`config.mk`:
```
export PLATFORM = sky130hd
export DESIGN_NAME = ctl_lock_dev_flat
export DESIGN_NICKNAME = d
export VERILOG_FILES = /design/src/rtl/ctl_pkg.sv /design/src/rtl/ctl_cp_if.sv /design/src/rtl/ctl_way_pick.sv /design/src/rtl/ctl_lock_dev.sv /design/src/flat_wrapper.sv
export VERILOG_INCLUDE_DIRS = /design/src /design/src/rtl
export SDC_FILE = /design/constraint.sdc
export NUM_CORES = 1
export LEC_CHECK = 0
export BUFFER_PORTS_ARGS = -buffer_cell sky130_fd_sc_hd__buf_2
export CAP_MARGIN = 20
export CELL_PAD_IN_SITES_DETAIL_PLACEMENT = 0
export CELL_PAD_IN_SITES_GLOBAL_PLACEMENT = 1
export CORE_MARGIN = 2
export CORE_UTILIZATION = 45
export DETAILED_ROUTE_END_ITERATION = 10
export GPL_TIMING_DRIVEN = 0
export PLACE_DENSITY = 0.91
export SLEW_MARGIN = 40
export SYNTH_ARGS = -nofsm -noshare
export SYNTH_HDL_FRONTEND = slang
export SYNTH_SLANG_ARGS = --single-unit
```
`constraint.sdc`:
```
create_clock -name clk -period 2.9 [get_ports clk]
set_input_delay 0 -clock clk [delete_from_list [all_inputs] [get_ports clk]]
set_output_delay 0 -clock clk [all_outputs]
set_load 0.05 [all_outputs]
```
`src/rtl/ctl_params.svh`:
```
`ifndef CTL_PARAMS_SVH
`define CTL_PARAMS_SVH

// ****************************************************************
// Coprocessor register encodings
// ****************************************************************
`define CTL_MAJOR_CACHE_OPS   4'h7
`define CTL_MAJOR_TLB_OPS     4'h8
`define CTL_MAJOR_CACHE_LOCK  4'h9
`define CTL_MAJOR_TLB_LOCK    4'ha
`define CTL_MINOR_LOCK        4'h0
`define CTL_MINOR_PREFETCH    4'hd
`define CTL_MINOR_TLB_ALL     4'h7
`define CTL_MINOR_TLB_INSTR   4'h5
`define CTL_MINOR_TLB_DATA    4'h6
`define CTL_SEL_DCACHE        3'h0
`define CTL_SEL_ICACHE        3'h1
`define CTL_SEL_PREFETCH      3'h1
`define CTL_SEL_TLB_LOCK      3'h0
`define CTL_SEL_INV_ALL       3'h0
`define CTL_SEL_INV_ONE       3'h1

// ****************************************************************
// Register fields and reset values
// ****************************************************************
`define CTL_LOCK_RESET        4'h0
`define CTL_LOCK_SBO          12'hfff
`define CTL_WAY_FALLBACK      2'h3
`define CTL_VICTIM_LSB        26
`define CTL_PRESERVE_BIT      0
`define CTL_VICTIM_RESET      3'h0

// ****************************************************************
// Lockdown entry compare masks over address bits [31:10]
// ****************************************************************
`define CTL_MASK_SECTION      22'h3ffc00
`define CTL_MASK_LARGE        22'h3fffc0
`define CTL_MASK_LARGE_SUB    22'h3ffff0
`define CTL_MASK_SMALL        22'h3ffffc
`define CTL_MASK_FINE         22'h3fffff

// ****************************************************************
// Controller bus map and command fields
// ****************************************************************
`define CTL_ADDR_CMD          8'h00
`define CTL_ADDR_WDATA        8'h04
`define CTL_ADDR_RDATA        8'h08
`define CTL_ADDR_STATUS       8'h0c
`define CTL_CMD_MAJOR_LSB     0
`define CTL_CMD_MINOR_LSB     4
`define CTL_CMD_SEL_LSB       8
`define CTL_CMD_WRITE_BIT     16

`endif

```
`src/rtl/ctl_pkg.sv`:
```
package ctl_pkg;

    // ************************************************************
    // Page kinds reported by a table walk
    // ************************************************************
    typedef enum logic [1:0] {
        CTL_PG_SECTION = 2'h0,
        CTL_PG_LARGE   = 2'h1,
        CTL_PG_SMALL   = 2'h2,
        CTL_PG_TINY    = 2'h3
    } ctl_page_type;

    // ************************************************************
    // Controller sequencer
    // ************************************************************
    typedef enum logic [1:0] {
        CTL_IDLE = 2'b01,
        CTL_BUSY = 2'b10
    } ctl_host_fsm_type;

    // ************************************************************
    // State records
    // ************************************************************
    typedef struct packed {
        logic [3:0]        dlock;
        logic [3:0]        ilock;
        logic              preserve;
        logic [2:0]        victim;
        logic [7:0]        ent_valid;
        logic [7:0][21:0]  ent_addr;
        logic [7:0][21:0]  ent_mask;
        logic              ack;
        logic [31:0]       rdata;
        logic              inv_sa;
        logic              inv_one;
        logic              prefetch;
        logic [31:0]       op_addr;
        logic              hit;
        logic [2:0]        hit_entry;
    } ctl_dev_state_type;

    typedef struct packed {
        ctl_host_fsm_type  fsm;
        logic              write;
        logic [3:0]        major;
        logic [3:0]        minor;
        logic [2:0]        sel;
        logic [31:0]       wdata;
        logic [31:0]       rdata;
        logic [31:0]       hrdata;
        logic              pend_wr;
        logic [7:0]        pend_addr;
    } ctl_host_state_type;

endpackage

```
`src/rtl/ctl_cp_if.sv`:
```
interface ctl_cp_if;
    logic        req;
    logic        write;
    logic [3:0]  major_register_field;
    logic [3:0]  minor_register_field;
    logic [2:0]  selector;
    logic [31:0] wdata;
    logic        ack;
    logic [31:0] rdata;

    modport core (
        output req, write, major_register_field, minor_register_field,
        output selector, wdata,
        input  ack, rdata
    );

    modport device (
        input  req, write, major_register_field, minor_register_field,
        input  selector, wdata,
        output ack, rdata
    );
endinterface

```
`src/rtl/ctl_way_pick.sv`:
```
`include "ctl_params.svh"

module ctl_way_pick
    import ctl_pkg::*;
(
    // Lock bits and replacement choice
    input  wire logic [3:0] lock,
    input  wire logic [1:0] candidate,
    // Chosen way
    output logic      [1:0] way
);

    always_comb begin
        way = `CTL_WAY_FALLBACK;
        if (&lock) begin
            way = `CTL_WAY_FALLBACK;
        end else if (!lock[candidate]) begin
            way = candidate;
        end else begin
            for (int i = 3; i >= 0; i--) begin
                if (!lock[i]) begin
                    way = 2'(i);
                end
            end
        end
    end

endmodule

```
`src/rtl/ctl_lock_dev.sv`:
```
// Implementation choices: the register offsets and the AHB-Lite interface to the registers.
`include "ctl_params.svh"

module ctl_lock_dev
    import ctl_pkg::*;
(
    // Clock, reset, enable
    input  wire logic                clk,
    input  wire logic                sys_rst,
    input  wire logic                ce,
    // Coprocessor register access
    ctl_cp_if.device                 cp,
    // Linefill way choice, index 0 data cache, 1 instruction cache
    input  wire logic [1:0][1:0]     fill_candidate,
    output logic      [1:0][1:0]     fill_way,
    // Table walk result
    input  wire logic                walk_write,
    input  wire logic [31:0]         walk_modified_virtual_address,
    input  ctl_page_type             walk_page,
    input  wire logic                walk_split_perm,
    output logic                     walk_to_lockdown,
    output logic      [2:0]          walk_victim,
    // Lockdown region probe
    input  wire logic [31:0]         probe_modified_virtual_address,
    output logic                     lock_hit,
    output logic      [2:0]          lock_hit_entry,
    // Maintenance operations passed on
    output logic                     tlb_inv_sa,
    output logic                     tlb_inv_single,
    output logic                     icache_prefetch,
    output logic      [31:0]         op_modified_virtual_address
);

    // ************************************************************
    // Helpers
    // ************************************************************
    function automatic logic [21:0] page_mask(ctl_page_type pg,
                                              logic split);
        logic [21:0] m;
        m = `CTL_MASK_FINE;
        case (pg)
            CTL_PG_SECTION: m = `CTL_MASK_SECTION;
            CTL_PG_LARGE:   m = split ? `CTL_MASK_LARGE_SUB
                                      : `CTL_MASK_LARGE;
            CTL_PG_SMALL:   m = split ? `CTL_MASK_FINE
                                      : `CTL_MASK_SMALL;
            default:        m = `CTL_MASK_FINE;
        endcase
        return m;
    endfunction

    function automatic logic entry_match(logic [31:0] addr,
                                         logic [21:0] tag,
                                         logic [21:0] mask);
        return ((addr[31:10] ^ tag) & mask) == 22'h000000;
    endfunction

    function automatic logic [31:0] lock_word(logic [3:0] lock);
        return {16'h0000, `CTL_LOCK_SBO, lock};
    endfunction

    // ************************************************************
    // State
    // ************************************************************
    ctl_dev_state_type s;
    ctl_dev_state_type next_s;
    logic [7:0]        probe_hit;
    logic [1:0][3:0]   lock_vec;
    logic              take;
    logic              to_cache_lock;
    logic              to_tlb_lock;
    logic              to_tlb_ops;
    logic              to_prefetch;

    assign lock_vec[0] = s.dlock;
    assign lock_vec[1] = s.ilock;

    // ************************************************************
    // Way selection per cache
    // ************************************************************
    generate
        for (genvar c = 0; c < 2; c++) begin : g_cache
            ctl_way_pick u_pick (
                .lock      (lock_vec[c]),
                .candidate (fill_candidate[c]),
                .way       (fill_way[c])
            );
        end
    endgenerate

    // ************************************************************
    // Lockdown entry compare
    // ************************************************************
    generate
        for (genvar e = 0; e < 8; e++) begin : g_probe
            assign probe_hit[e] = s.ent_valid[e]
                && entry_match(probe_modified_virtual_address,
                               s.ent_addr[e], s.ent_mask[e]);
        end
    endgenerate

    // ************************************************************
    // Register decode
    // ************************************************************
    assign take = cp.req && !s.ack;

    always_comb begin
        to_cache_lock = 1'b0;
        to_tlb_lock   = 1'b0;
        to_tlb_ops    = 1'b0;
        to_prefetch   = 1'b0;
        if (cp.major_register_field == `CTL_MAJOR_CACHE_LOCK
            && cp.minor_register_field == `CTL_MINOR_LOCK) begin
            to_cache_lock = 1'b1;
        end else if (cp.major_register_field == `CTL_MAJOR_TLB_LOCK
            && cp.minor_register_field == `CTL_MINOR_LOCK
            && cp.selector == `CTL_SEL_TLB_LOCK) begin
            to_tlb_lock = 1'b1;
        end else if (cp.major_register_field == `CTL_MAJOR_TLB_OPS
            && (cp.minor_register_field == `CTL_MINOR_TLB_ALL
            || cp.minor_register_field == `CTL_MINOR_TLB_INSTR
            || cp.minor_register_field == `CTL_MINOR_TLB_DATA)) begin
            to_tlb_ops = 1'b1;
        end else if (cp.major_register_field == `CTL_MAJOR_CACHE_OPS
            && cp.minor_register_field == `CTL_MINOR_PREFETCH
            && cp.selector == `CTL_SEL_PREFETCH) begin
            to_prefetch = 1'b1;
        end
    end

    // ************************************************************
    // Next state
    // ************************************************************
    always_comb begin
        next_s          = s;
        next_s.ack      = 1'b0;
        next_s.inv_sa   = 1'b0;
        next_s.inv_one  = 1'b0;
        next_s.prefetch = 1'b0;

        // With preserve set, a walk result lands in the victim entry, then victim moves on
        if (walk_write && s.preserve) begin
            next_s.ent_valid[s.victim] = 1'b1;
            next_s.ent_addr[s.victim]  =
                walk_modified_virtual_address[31:10];
            next_s.ent_mask[s.victim]  =
                page_mask(walk_page, walk_split_perm);
            next_s.victim = 3'(s.victim + 3'h1);
        end

        if (take) begin
            next_s.ack   = 1'b1;
            next_s.rdata = 32'h00000000;
            if (to_cache_lock) begin
                if (cp.selector == `CTL_SEL_DCACHE) begin
                    next_s.rdata = lock_word(s.dlock);
                    if (cp.write) begin
                        next_s.dlock = cp.wdata[3:0];
                    end
                end else if (cp.selector == `CTL_SEL_ICACHE) begin
                    next_s.rdata = lock_word(s.ilock);
                    if (cp.write) begin
                        next_s.ilock = cp.wdata[3:0];
                    end
                end
            end else if (to_tlb_lock) begin
                next_s.rdata[`CTL_VICTIM_LSB +: 3] = s.victim;
                next_s.rdata[`CTL_PRESERVE_BIT]    = s.preserve;
                if (cp.write) begin
                    next_s.victim   = cp.wdata[`CTL_VICTIM_LSB +: 3];
                    next_s.preserve = cp.wdata[`CTL_PRESERVE_BIT];
                end
            end else if (to_tlb_ops && cp.write) begin
                next_s.op_addr = cp.wdata;
                if (cp.selector == `CTL_SEL_INV_ALL) begin
                    next_s.inv_sa = 1'b1;
                end else if (cp.selector == `CTL_SEL_INV_ONE) begin
                    next_s.inv_one = 1'b1;
                    for (int e = 0; e < 8; e++) begin
                        if (entry_match(cp.wdata, next_s.ent_addr[e],
                                        next_s.ent_mask[e])) begin
                            next_s.ent_valid[e] = 1'b0;
                        end
                    end
                end
            end else if (to_prefetch && cp.write) begin
                next_s.op_addr  = cp.wdata;
                next_s.prefetch = 1'b1;
            end
        end

        // Lowest matching lockdown entry reported
        next_s.hit       = |probe_hit;
        next_s.hit_entry = 3'h0;
        for (int e = 7; e >= 0; e--) begin
            if (probe_hit[e]) begin
                next_s.hit_entry = 3'(e);
            end
        end
    end

    // ************************************************************
    // Registers
    // ************************************************************
    always_ff @(posedge clk) begin
        if (sys_rst) begin
            s          <= '0;
            s.dlock    <= `CTL_LOCK_RESET;
            s.ilock    <= `CTL_LOCK_RESET;
            s.victim   <= `CTL_VICTIM_RESET;
        end else if (ce) begin
            s <= next_s;
        end
    end

    // ************************************************************
    // Outputs
    // ************************************************************
    assign cp.ack                      = s.ack;
    assign cp.rdata                    = s.rdata;
    assign walk_to_lockdown            = s.preserve;
    assign walk_victim                 = s.victim;
    assign lock_hit                    = s.hit;
    assign lock_hit_entry              = s.hit_entry;
    assign tlb_inv_sa                  = s.inv_sa;
    assign tlb_inv_single              = s.inv_one;
    assign icache_prefetch             = s.prefetch;
    assign op_modified_virtual_address = s.op_addr;

endmodule

```
`src/flat_wrapper.sv`:
```
// flat-port wrapper written by rule: the top's interface ports become plain ports
module ctl_lock_dev_flat import ctl_pkg::*;
  (clk, sys_rst, ce, fill_candidate, fill_way, walk_write, walk_modified_virtual_address, walk_page, walk_split_perm, walk_to_lockdown, walk_victim, probe_modified_virtual_address, lock_hit, lock_hit_entry, tlb_inv_sa, tlb_inv_single, icache_prefetch, op_modified_virtual_address, cp_req, cp_write, cp_major_register_field, cp_minor_register_field, cp_selector, cp_wdata, cp_ack, cp_rdata);
  ctl_cp_if cp_i ();
  input  wire logic clk;
  input  wire logic sys_rst;
  input  wire logic ce;
  input  wire logic [1:0][1:0] fill_candidate;
  output logic      [1:0][1:0] fill_way;
  input  wire logic walk_write;
  input  wire logic [31:0] walk_modified_virtual_address;
  input  ctl_page_type walk_page;
  input  wire logic walk_split_perm;
  output logic walk_to_lockdown;
  output logic      [2:0] walk_victim;
  input  wire logic [31:0] probe_modified_virtual_address;
  output logic lock_hit;
  output logic      [2:0] lock_hit_entry;
  output logic tlb_inv_sa;
  output logic tlb_inv_single;
  output logic icache_prefetch;
  output logic      [31:0] op_modified_virtual_address;
  input wire logic [$bits(cp_i.req)-1:0] cp_req;
  input wire logic [$bits(cp_i.write)-1:0] cp_write;
  input wire logic [$bits(cp_i.major_register_field)-1:0] cp_major_register_field;
  input wire logic [$bits(cp_i.minor_register_field)-1:0] cp_minor_register_field;
  input wire logic [$bits(cp_i.selector)-1:0] cp_selector;
  input wire logic [$bits(cp_i.wdata)-1:0] cp_wdata;
  output wire logic [$bits(cp_i.ack)-1:0] cp_ack;
  output wire logic [$bits(cp_i.rdata)-1:0] cp_rdata;
  assign cp_i.req = cp_req;
  assign cp_i.write = cp_write;
  assign cp_i.major_register_field = cp_major_register_field;
  assign cp_i.minor_register_field = cp_minor_register_field;
  assign cp_i.selector = cp_selector;
  assign cp_i.wdata = cp_wdata;
  assign cp_ack = cp_i.ack;
  assign cp_rdata = cp_i.rdata;
  ctl_lock_dev u_core (.clk(clk), .sys_rst(sys_rst), .ce(ce), .cp(cp_i), .fill_candidate(fill_candidate), .fill_way(fill_way), .walk_write(walk_write), .walk_modified_virtual_address(walk_modified_virtual_address), .walk_page(walk_page), .walk_split_perm(walk_split_perm), .walk_to_lockdown(walk_to_lockdown), .walk_victim(walk_victim), .probe_modified_virtual_address(probe_modified_virtual_address), .lock_hit(lock_hit), .lock_hit_entry(lock_hit_entry), .tlb_inv_sa(tlb_inv_sa), .tlb_inv_single(tlb_inv_single), .icache_prefetch(icache_prefetch), .op_modified_virtual_address(op_modified_virtual_address));
endmodule
```
Word-level counts from Yosys, hierarchy flattened --
Index checks and enable logic that the tools add are counted.
Word-level totals: bits of input ports 120, register bits 444, logic and storage cells 208, output and inout bits 80
Cells by class: bitwise operators 36, reductions and logical operators 50, equality and inequality tests 11, multiplexer cells 77, order comparisons 4, add/subtract/negate cells 1
Operator list (number):
- 363-bit 2-to-1 mux | 1
- 22-bit bitwise AND | 16
- 176-bit bitwise mux | 2
- 22-bit logical NOT | 16
- 22-bit XOR | 16
- 35-bit 2-to-1 mux | 2
- 68-bit 2-to-1 mux | 1
- 22-bit demux with 3-bit select | 1
- 22-bit case mux with 3 select lines | 1
- 22-bit 2-to-1 mux | 2
- 3-bit 2-to-1 mux | 13
- 33-bit 2-to-1 mux | 1
- 16-bit 2-to-1 mux | 2
- 32-bit 2-to-1 mux | 1
- 8-bit 2-to-1 mux | 4
- 1-bit 2-to-1 mux | 29
- 25-bit 2-to-1 mux | 1
- 11-bit 2-to-1 mux | 2
- 2-bit 2-to-1 mux | 10
- 1-bit logical AND | 19
- 4-bit by 3-bit equality test with 1-bit output, second input constant | 4
- 4-bit equality test, second input constant | 4
- 5-bit AND reduction | 3
- 8-bit bitwise OR | 1
- 21 further kinds | 27

Depth between registers and ports, before layout --
Gate-level depths: netlist of the first run.
word-level depth 16, mapped depth 10, depth with buffers taken out 7

Modules after synthesis --
A second synthesis of the first run with hierarchy kept.
Unflattened totals: cell total of the unflattened synthesis 2617, area, all modules 21127.8 um^2
By module, submodules not included:
- ctl_lock_dev | cells each 2601, instances 1, area each 21017.7 um^2
- ctl_way_pick | cells each 8, instances 2, area each 55.1 um^2

Least setup slack after synthesis of the first run --
Ideal clock, no wire load.
path type register to register, start reg u_core.s, in the netlist u_core.walk_to_lockdown, end reg u_core.s[428] (netlist name), path buffers 1, path slack 0.225 ns, arrival time 2.541 ns, cell stages (with the launch flop) 9, required time 2.766 ns, clock period less this slack 2.675 ns, cell sequence dfxtp_1 -> buf_2 -> nand2_4 -> nor4b_4 -> mux2i_1 -> xnor2_1 -> or4_1 -> o21ai_0 -> a311oi_1
On the way: cells in the longest elaborated chain, start to end 12
RTL lines:
- start: declaration | line ctl_lock_dev.sv:65 | ctl_dev_state_type s;
- start signal: assignment | line ctl_lock_dev.sv:212 | s <= next_s;
- 1-bit logical AND * | line ctl_lock_dev.sv:142 | if (walk_write && s.preserve) begin
- 363-bit 2-to-1 mux * | line ctl_lock_dev.sv:142
- 22-bit XOR | line ctl_lock_dev.sv:55 | return ((addr[31:10] ^ tag) & mask) == 22'h000000;
- 22-bit bitwise AND | line ctl_lock_dev.sv:55
- 22-bit logical NOT | line ctl_lock_dev.sv:55
- 1-bit 2-to-1 mux | line ctl_lock_dev.sv:180 | if (entry_match(cp.wdata, next_s.ent_addr[e],
- 8-bit 2-to-1 mux | line ctl_lock_dev.sv:177 | end else if (cp.selector == `CTL_SEL_INV_ONE) begin
- 8-bit 2-to-1 mux | line ctl_lock_dev.sv:175 | if (cp.selector == `CTL_SEL_INV_ALL) begin
- 8-bit 2-to-1 mux | line ctl_lock_dev.sv:173 | end else if (to_tlb_ops && cp.write) begin
- 8-bit 2-to-1 mux | line ctl_lock_dev.sv:166 | end else if (to_tlb_lock) begin
- 11-bit 2-to-1 mux | line ctl_lock_dev.sv:154 | if (to_cache_lock) begin
- 11-bit 2-to-1 mux * | line ctl_lock_dev.sv:151 | if (take) begin
Mark *: on every way between the ends. The rest lies on a longest branch, timed or not. A chain may end at the register's enable or synchronous reset.

Final worst setup path of the first run --
start reg u_core.s, in the netlist u_core.walk_victim[0], end reg u_core.s[431] (netlist name)
On the way: cells in the longest elaborated chain, start to end 16, elaborated cells on any way between the ends 21, those cells by class order compare: 2; mux: 14; bitwise: 3; reduce/logical: 2
RTL lines:
- 3-bit by 4-bit less-than comparator with 1-bit output (not written as such) or 3-bit by 1-bit >= comparator with 1-bit output (tied branches) | line ctl_lock_dev.sv:143, ctl_lock_dev.sv:144, ctl_lock_dev.sv:146
- 1-bit logical AND (not written as such) | line ctl_lock_dev.sv:143, ctl_lock_dev.sv:144, ctl_lock_dev.sv:146
- 22-bit 2-to-1 mux (not written as such) | line ctl_lock_dev.sv:144, ctl_lock_dev.sv:146
- 22-bit demux with 3-bit select
- 176-bit bitwise mux | line ctl_lock_dev.sv:144 | next_s.ent_addr[s.victim] =
- 363-bit 2-to-1 mux * | line ctl_lock_dev.sv:142
- 22-bit XOR | line ctl_lock_dev.sv:55
- 22-bit bitwise AND | line ctl_lock_dev.sv:55
- 22-bit logical NOT | line ctl_lock_dev.sv:55
- 1-bit 2-to-1 mux | line ctl_lock_dev.sv:180
- 8-bit 2-to-1 mux | line ctl_lock_dev.sv:177
- 8-bit 2-to-1 mux | line ctl_lock_dev.sv:175
- 8-bit 2-to-1 mux | line ctl_lock_dev.sv:173
- 8-bit 2-to-1 mux | line ctl_lock_dev.sv:166
- 11-bit 2-to-1 mux | line ctl_lock_dev.sv:154
- 11-bit 2-to-1 mux * | line ctl_lock_dev.sv:151
Marked as above.

==> summary.log, run 1 <==
qor: synthesis.synth_seq_cells 420
qor: cells_and_area.multiInputGateArea 0.01150 mm²
qor: synthesis.synth_enable_flop_cells 0
qor: worst_setup_path.regToRegStartpoint u_core.walk_victim[0]
qor: cells_and_area.filler_cell_count 4399
qor: detailed_routing.drt_pass1_iterations 10
qor: cts.htree_levels 2
qor: power.power.density 533.1 mW/mm²
qor: worst_setup_path.reg2reg_setup_slack -0.13 ns
qor: placement.number_of_buffer_cells_added_on_primary_ports 121
qor: power.power.leakage 10.19 nW
qor: synthesis.ys_types 73
qor: floorplan.design.core.area 0.04646 mm²
qor: worst_setup_path.r2r.worst_path.cells 8
qor: timing.maxSlewViolCount 0
qor: outcome.run_status finished with violations
qor: worst_setup_path.critical_path_arrival 3.50 ns
qor: worst_setup_path.worst-path-buf-inv 1
qor: cts.worst_setup_hold_path_clk_slew 0.06 ns
qor: cells_and_area.postLayoutCellArea 0.02481 mm²
qor: synthesis.synth.cell_area 0.02111 mm²
qor: timing.hold-worst-slack 0.001376 ns
qor: worst_setup_path.critPathMaxFanout 10
qor: global_routing.grt_overflow 0
qor: cells_and_area.layout-drive-gt1-share 0.1344
qor: cells_and_area.final_nets 2988
qor: cells_and_area.synthesis_to_finish_area_growth 17.55%
qor: synthesis.ys_seq_area_frac 0.3984
qor: detailed_routing.drtAntennaViolNets 0
qor: floorplan.die_width 220.6 µm
qor: global_routing.grt_pass1_wl 135900 µm
qor: min_path.holdPathStages 3
qor: worst_setup_path.worstSetupStartpointType flop
qor: floorplan.rows 79
qor: detailed_routing.count_of_vias_placed_by_the_detailed_router 21.29k
qor: synthesis.synth_warnings 0
qor: detailed_routing.post-route-drc-count 0
qor: worst_setup_path.timing.setup.critical_path_class flop to flop
qor: worst_setup_path.critical_path.cell_chain buf_4, nand3_1, nor2_1, o211ai_1, o21ai_0, nand2_1, a221oi_1, a211oi_1
qor: cts.clk_latency 0.61 ns
qor: synthesis.post_synth_inst_count 2637
qor: worst_setup_path.critical_path.slowest_cell nor2_1
qor: detailed_routing.routed_wire_length_per_instance 27.66 µm
qor: cts.clk_root_buf clkbuf_16
qor: timing.timing.slew.headroom 0.4034
qor: synthesis.synth_top_flop_cell dfxtp_1
qor: floorplan.initial_utilization 0.4543
qor: detailed_routing.first_iter_violations 3320
qor: worst_setup_path.r2r-end u_core.s[431]
qor: global_routing.grt_max_degree 15
qor: cells_and_area.stdcell_count 3509
qor: timing.min_period_over_period 1.045
qor: timing.grt_setup_unrepaired true
qor: worst_setup_path.worstPathRequired 3.37 ns
qor: placement.dpl.cell_count 3385
qor: cells_and_area.ff_latch_area 0.008408 mm²
qor: min_path.timing.hold.worst.start walk_modified_virtual_address[18]
qor: flow_run.maxCapViolCount 0
qor: timing.setup_violations 1
qor: timing.timing.final.crit_period 3.031 ns
qor: timing.final-hold-violation-count 0
qor: worst_setup_path.timing.critical_path.to_type flop
qor: power.worst_ir_drop_vdd 367.6 µV
qor: cts.cts-buffers-inserted 46
qor: cts.tritoncts_num_sinks 420
qor: cells_and_area.layout.cells.most_common_list nand2_1, dfxtp_1, xor2_1
qor: placement.place.detailed.hpwl 67520 µm
qor: timing.max_freq 0.3300 GHz
qor: placement.place_congestion 1.008
qor: cells_and_area.mostFrequentLayoutCell nand2_1
qor: outcome.violations setup timing
qor: cts.cts_tree done
qor: timing.timing.clock.skew 0.01981 ns
qor: detailed_routing.totalWireLength 97050 µm
qor: synthesis.synthArstFlopShare 0
qor: global_routing.antenna_violations_before_repair 2
qor: floorplan.die_footprint 0.04865 mm²
qor: synthesis.mean_post_synth_cell_area 8.004 µm²
qor: worst_setup_path.worst_stage_delay_on_the_critical_path 0.68 ns
qor: timing.post-route-worst-setup-slack -0.1306 ns
qor: min_path.min-delay-path-class input port to flop
qor: floorplan.ios 200
qor: global_routing.groute.usage.overall 0.3922
qor: placement.placed_area 0.02282 mm²
qor: timing.worst_slew_pin_slew 0.8949 ns
qor: detailed_routing.detail_route.vias_per_cell 6.067
qor: floorplan.dieHeight 220.6 µm
qor: min_path.min_delay_worst_endpoint u_core.s[388]
qor: cts.ctsLongestPathBuffers 3
qor: global_routing.number_of_global_route_vias_before_repair 19.90k
qor: worst_setup_path.crit_family compound AO/OA/AOI/OAI gates
-- power breakdown --
group	switching, W	leakage (nW)	total (W)	internal [W]
sequential	0.00000211	3.38	0.00577	0.00577
clock	0.00257	0.763	0.00614	0.00357
combinational	0.00101	6.04	0.00131	0.000301
total	0.00359	10.2	0.0132	0.00964
-- sequential cells by signal, summed over array words and instances, names as in the netlist --
name and flops:
u_core.lock_vec 8, u_core.walk_to_lockdown 1, u_core.cp.ack 1, u_core.cp.rdata 8, u_core.tlb_inv_sa 1, u_core.lock_hit_entry 3
u_core.lock_hit 1, u_core.walk_victim 3, u_core.icache_prefetch 1, u_core.op_modified_virtual_address 32, u_core.s 360, u_core.tlb_inv_single 1
-- layer usage --
| layer | part of all wire | wire length (µm) | global-route usage |
|---|---|---|---|
| met5 | 0.00014 | 14 | 0 |
| met1 | 0.37 | 35990 | 0.4903 |
| met2 | 0.42 | 40610 | 0.5859 |
| met3 | 0.13 | 12970 | 0.1107 |
| met4 | 0.077 | 7467 | 0.2673 |
-- worst max path at each step --
stage	to	startpoint	cells after the start	slack, ns
CTS	u_core.s[428]	u_core.walk_to_lockdown	8	0.03
detailed placement	u_core.s[428]	u_core.walk_to_lockdown	8	0.04
global placement	u_core.s[430]	walk_page[1]	8	-0.35
floorplan	u_core.s[428]	u_core.walk_to_lockdown	8	0.22
global route	u_core.s[318]	u_core.walk_victim[0]	7	-0.08
finish	u_core.s[431]	u_core.walk_victim[0]	8	-0.13
-- cell type report --
cell class,count,share of cell area
well taps,607,0.03061
plain buffers,255,0.05421
clock buffers,63,0.05341
repair buffers,170,0.04730
clock inverters,19,0.009532
diodes,1,0.0001009
multi-input cells,1958,0.4635
flip-flops and latches,420,0.3389
inverters,16,0.002421
-- worst reg2reg max path, stage by stage (launching register included) --
cell      delay [ns]
dfxtp_1         0.50
buf_4           0.27
nand3_1         0.23
nor2_1          0.68
o211ai_1        0.43
o21ai_0         0.18
nand2_1         0.10
a221oi_1        0.38
a211oi_1        0.13
-- cell usage after synthesis, drive strengths merged (17+ instances only) --
library cell | n | area (µm²)
o21a | 49 | 367.9
xor2 | 330 | 2890
buf | 125 | 794.5
a22o | 18 | 157.7
nor2 | 265 | 994.7
nand3 | 51 | 255.2
a21oi | 286 | 1431
a221oi | 17 | 148.9
a22oi | 120 | 900.9
nand2 | 529 | 1993
clkbuf | 130 | 489.2
dfxtp | 420 | 8408
xnor2 | 38 | 332.8
nand4 | 32 | 200.2
mux2i | 38 | 380.4
-- cell families (layout without fill, tap and decap cells) --
| family | Yosys count | count (layout) | share of synthesized area |
|---|---|---|---|
| flip-flops | 420 | 420 | 0.3984 |
| AND/OR/NAND/NOR | 955 | 955 | 0.1896 |
| XOR/XNOR | 368 | 368 | 0.1527 |
| multiplexers | 39 | 39 | 0.01856 |
| buffers and inverters | 271 | 523 | 0.06367 |
| adder cells (fa/ha/maj) | 1 | 1 | 0.0005927 |
| other | 1 | 14 | 0.0001777 |
| AO/OA/AOI/OAI | 582 | 582 | 0.1763 |
-- metrics by stage --
stage	TNS (ns)	total power (W)	util	setup slack (ns)
3_5_place_dp	0	0.007096	0.4912	0.04381
5_1_grt	-0.9068	0.01344	0.5340	-0.08480
2_1_floorplan	0	0.006486	-	0.2248
3_3_place_gp	-0.9813	0.007060	0.4846	-0.3520
6_report	-0.1306	0.01323	0.5340	-0.1306
4_1_cts	0	0.01315	0.5330	0.02959
-- timing repair --
| item | CTS | global route |
|---|---|---|
| setup endpoints to repair | 0 | 51 |
| buffers inserted | 0 | 2 |
| hold buffers | 38 | 1 |
| hold endpoints to repair | 78 | 8 |
| gates resized for setup | 0 | 3 |
No activity file was read; power rests on OpenSTA's default activity.
==> inputs of run 2 (changes only) <==
- SYNTH_HIERARCHICAL: default -> 1
==> summary.log, run 2 <==
qor: global_routing.grt.met2_usage 0.5698
qor: worst_setup_path.critical_path_arrival 3.30 ns
qor: timing.max_freq 0.3524 GHz
qor: global_routing.groute.layer.met1.usage 0.4991
qor: synthesis.complex_gate_fraction_of_the_synthesized_area 0.1722
qor: worst_setup_path.worst_stage_delay_on_the_critical_path 0.58 ns
qor: global_routing.use_met3 0.1207
qor: global_routing.grt_pass1_wl 136500 µm
qor: cells_and_area.largest_register_ff_count 360
qor: detailed_routing.totalWireLength 98410 µm
qor: cts.htree_levels 2
qor: synthesis.yosysTopAreaCellShare 0.3980
qor: timing.maxSlewViolCount 0
qor: synthesis.synth_area_leader_cell dfxtp_1
qor: global_routing.antenna_violations_before_repair 2
qor: synthesis.main_combinational_cell_family_by_area_after_synthesis simple AND/OR/NAND/NOR gates
qor: detailed_routing.detail_route.vias_per_cell 6.198
qor: synthesis.yosysMostFrequentCell nand2_1
qor: cells_and_area.layout-drive-gt1-share 0.1315
qor: cells_and_area.stdcell_count 3476
qor: timing.worst_slew_pin_slew 1.014 ns
qor: synthesis.mean_post_synth_cell_area 8.073 µm²
qor: synthesis.most_used_standard_cells_in_the_synthesized_netlist nand2_1, dfxtp_1, xor2_1
qor: synthesis.synth_enable_flop_cells 0
qor: timing.timing.final.crit_period 2.838 ns
qor: synthesis.post_synth_inst_count 2617
qor: placement.number_of_buffer_cells_added_on_primary_ports 116
qor: detailed_routing.post-route-drc-count 0
qor: detailed_routing.routed_wire_length_per_instance 28.31 µm
qor: detailed_routing.drtAntennaViolNets 0
qor: timing.min_period_over_period 0.9786
qor: synthesis.post_synth_mux_area_share 0.03239
qor: power.internal_power 0.009808 W
qor: detailed_routing.count_of_vias_placed_by_the_detailed_router 21.54k
qor: synthesis.largest_cells_by_area_after_synthesis dfxtp_1, xor2_1, nand2_1
qor: power.switching_share 0.2657
qor: global_routing.grt_max_degree 14
qor: worst_setup_path.worstSetupStartpointType flop
qor: cells_and_area.final_nets 2956
qor: cells_and_area.mostFrequentLayoutCell nand2_1
qor: placement.place_congestion 1.028
qor: power.comb_power_share 0.100
qor: cts.tritoncts_num_sinks 420
qor: timing.final-hold-violation-count 0
qor: placement.place.detailed.hpwl 66810 µm
qor: cts.cts_tree done
qor: floorplan.die_width 220.7 µm
qor: worst_setup_path.critical_path.most_common_cell clkbuf_1
qor: synthesis.synth_warnings 6
qor: global_routing.groute.usage.overall 0.3958
qor: power.power_switching 0.003548 W
qor: floorplan.initial_utilization 0.4548
qor: timing.grt_setup_unrepaired false
qor: worst_setup_path.critPathMaxFanout 10
qor: synthesis.ys_types 71
qor: floorplan.ios 200
qor: worst_setup_path.critical_path.slowest_cell dfxtp_1
qor: min_path.min-delay-path-class input port to flop
qor: worst_setup_path.crit_family buffers and inverters
qor: cts.worst_setup_hold_path_clk_slew 0.06 ns
qor: synthesis.synthArstFlopShare 0
qor: floorplan.dieHeight 220.7 µm
qor: floorplan.die_footprint 0.04870 mm²
qor: synthesis.synth_seq_cells 420
qor: placement.dpl.cell_count 3360
qor: synthesis.synth.cell_area 0.02113 mm²
qor: detailed_routing.drt_pass1_iterations 8
qor: worst_setup_path.timing.setup.critical_path_class flop to flop
qor: synthesis.synth_fa_ha_area_frac 0.001658
qor: global_routing.grt_busiest_layer met2
qor: power.worst_ir_drop_vdd 547.0 µV
qor: power.power.density 538.2 mW/mm²
qor: cts.clk_root_buf clkbuf_16
qor: worst_setup_path.timing.critical_path.to_type flop
qor: worst_setup_path.worst-path-buf-inv 3
qor: global_routing.grt_overflow 0
qor: timing.setup_violations 0
qor: cells_and_area.postLayoutCoreUtil 0.5342
qor: floorplan.design.core.area 0.04646 mm²
qor: synthesis.xor_xnor_cell_area_share_of_the_yosys_netlist 0.1534
qor: cells_and_area.synthesis_to_finish_area_growth 17.46%
qor: power.power 0.01336 W
qor: worst_setup_path.critical_path.cell_chain clkbuf_2, and3_1, clkbuf_1, nand2_1, clkbuf_1, a21oi_1, nor2_1
qor: outcome.run_status finished, final reports clean
qor: timing.timing.clock.skew 0.01364 ns
qor: cells_and_area.layout.cells.most_common_list nand2_1, dfxtp_1, xor2_1
qor: flow_run.maxCapViolCount 0
qor: worst_setup_path.worstPathRequired 3.36 ns
qor: global_routing.number_of_global_route_vias_before_repair 20.14k
qor: cts.clk_latency 0.60 ns
qor: cells_and_area.top_register u_core/s
qor: synthesis.post_synth_and_or_nand_nor_area_fraction 0.1812
qor: power.share_of_power_burned_in_registers 0.432
qor: cts.cts-buffers-inserted 45
qor: cts.ctsLongestPathBuffers 3
qor: floorplan.rows 79
qor: timing.timing.slew.headroom 0.3238
qor: power.power.clock.fraction 0.467
qor: power.power.leakage 10.45 nW
qor: synthesis.ys_seq_area_frac 0.3980
qor: synthesis.synth_top_flop_cell dfxtp_1
qor: detailed_routing.first_iter_violations 3093
[run 2: stage by stage]
step / instance area, µm² / worst slack, ns / hold slack, ns / setup TNS, ns
3_5_place_dp: 22840 / -0.05335 / 0.2512 / -0.5947
3_3_place_gp: 22510 / -0.6076 / 0.2383 / -12.97
4_1_cts: 24790 / 0.06058 / 0.0009693 / 0
2_1_floorplan: 21170 / 0.2118 / 0.1439 / 0
5_1_grt: 24810 / 0.004716 / 0.02223 / 0
6_report: 24820 / 0.06207 / 0.03051 / 0
[run 2: power by group through the flow]
| stage | Clock [W] | Sequential [W] | Combinational (W) |
|---|---|---|---|
| 3_3_place_gp | 0 | 0.00590 | 0.00116 |
| 6_report | 0.00624 | 0.00577 | 0.00134 |
| 3_5_place_dp | 0 | 0.00590 | 0.00121 |
| 2_1_floorplan | 0 | 0.00591 | 0.000581 |
| 5_1_grt | 0.00652 | 0.00577 | 0.00132 |
| 4_1_cts | 0.00628 | 0.00577 | 0.00125 |
[run 2: routing by layer]
layer,share of wire,vias up
met1,0.37,10150
met5,0.00017,-
met2,0.40,1715
li1,-,9237
met4,0.086,2
met3,0.15,439
[run 2: final timing paths]
| kind | from | to | slack (ns) | depth (start not counted) |
|---|---|---|---|---|
| min reg2reg | u_core/icache_prefetch | u_core/icache_prefetch | 0.47 | 2 |
| max reg2reg | u_core/walk_victim[2] | u_core/s[182] | 0.06 | 7 |
| max | u_core/walk_victim[2] | u_core/s[182] | 0.06 | 7 |
| min | cp_wdata[22] | u_core/op_modified_virtual_address[22] | 0.03 | 3 |
[run 2: logic make-up after synthesis]
kind of cell,after synthesis
flip-flops,420
adder cells (fa/ha/maj),3
buffers and inverters,269
AO/OA/AOI/OAI,567
multiplexers,68
AND/OR/NAND/NOR,919
XOR/XNOR,370
other,1
[run 2: tightest hold or removal path, delay by kind of cell]
family,cells,cell delay (ns)
buf+inv,1,0.29
simple gates,1,0.06
mux,1,0.21
[run 2: layout make-up]
class,count,area [µm²]
clock buffers,68,1385
repair buffers,160,1129
inverters,17,63.81
clock inverters,12,195.2
fillers,4463,21640
plain buffers,251,1310
flip-flops and latches,420,8408
well taps,607,759.5
multi-input cells,1940,11560
diodes,1,2.502
[run 2: what timing repair did]
| action | CTS | global route |
|---|---|---|
| hold buffers | 36 | 0 |
| pin swaps | 0 | 0 |
| endpoints found under the setup margin | 19 | 17 |
| setup buffers | 0 | 0 |
| hold endpoints to repair | 84 | 0 |
| gates resized for setup | 1 | 5 |
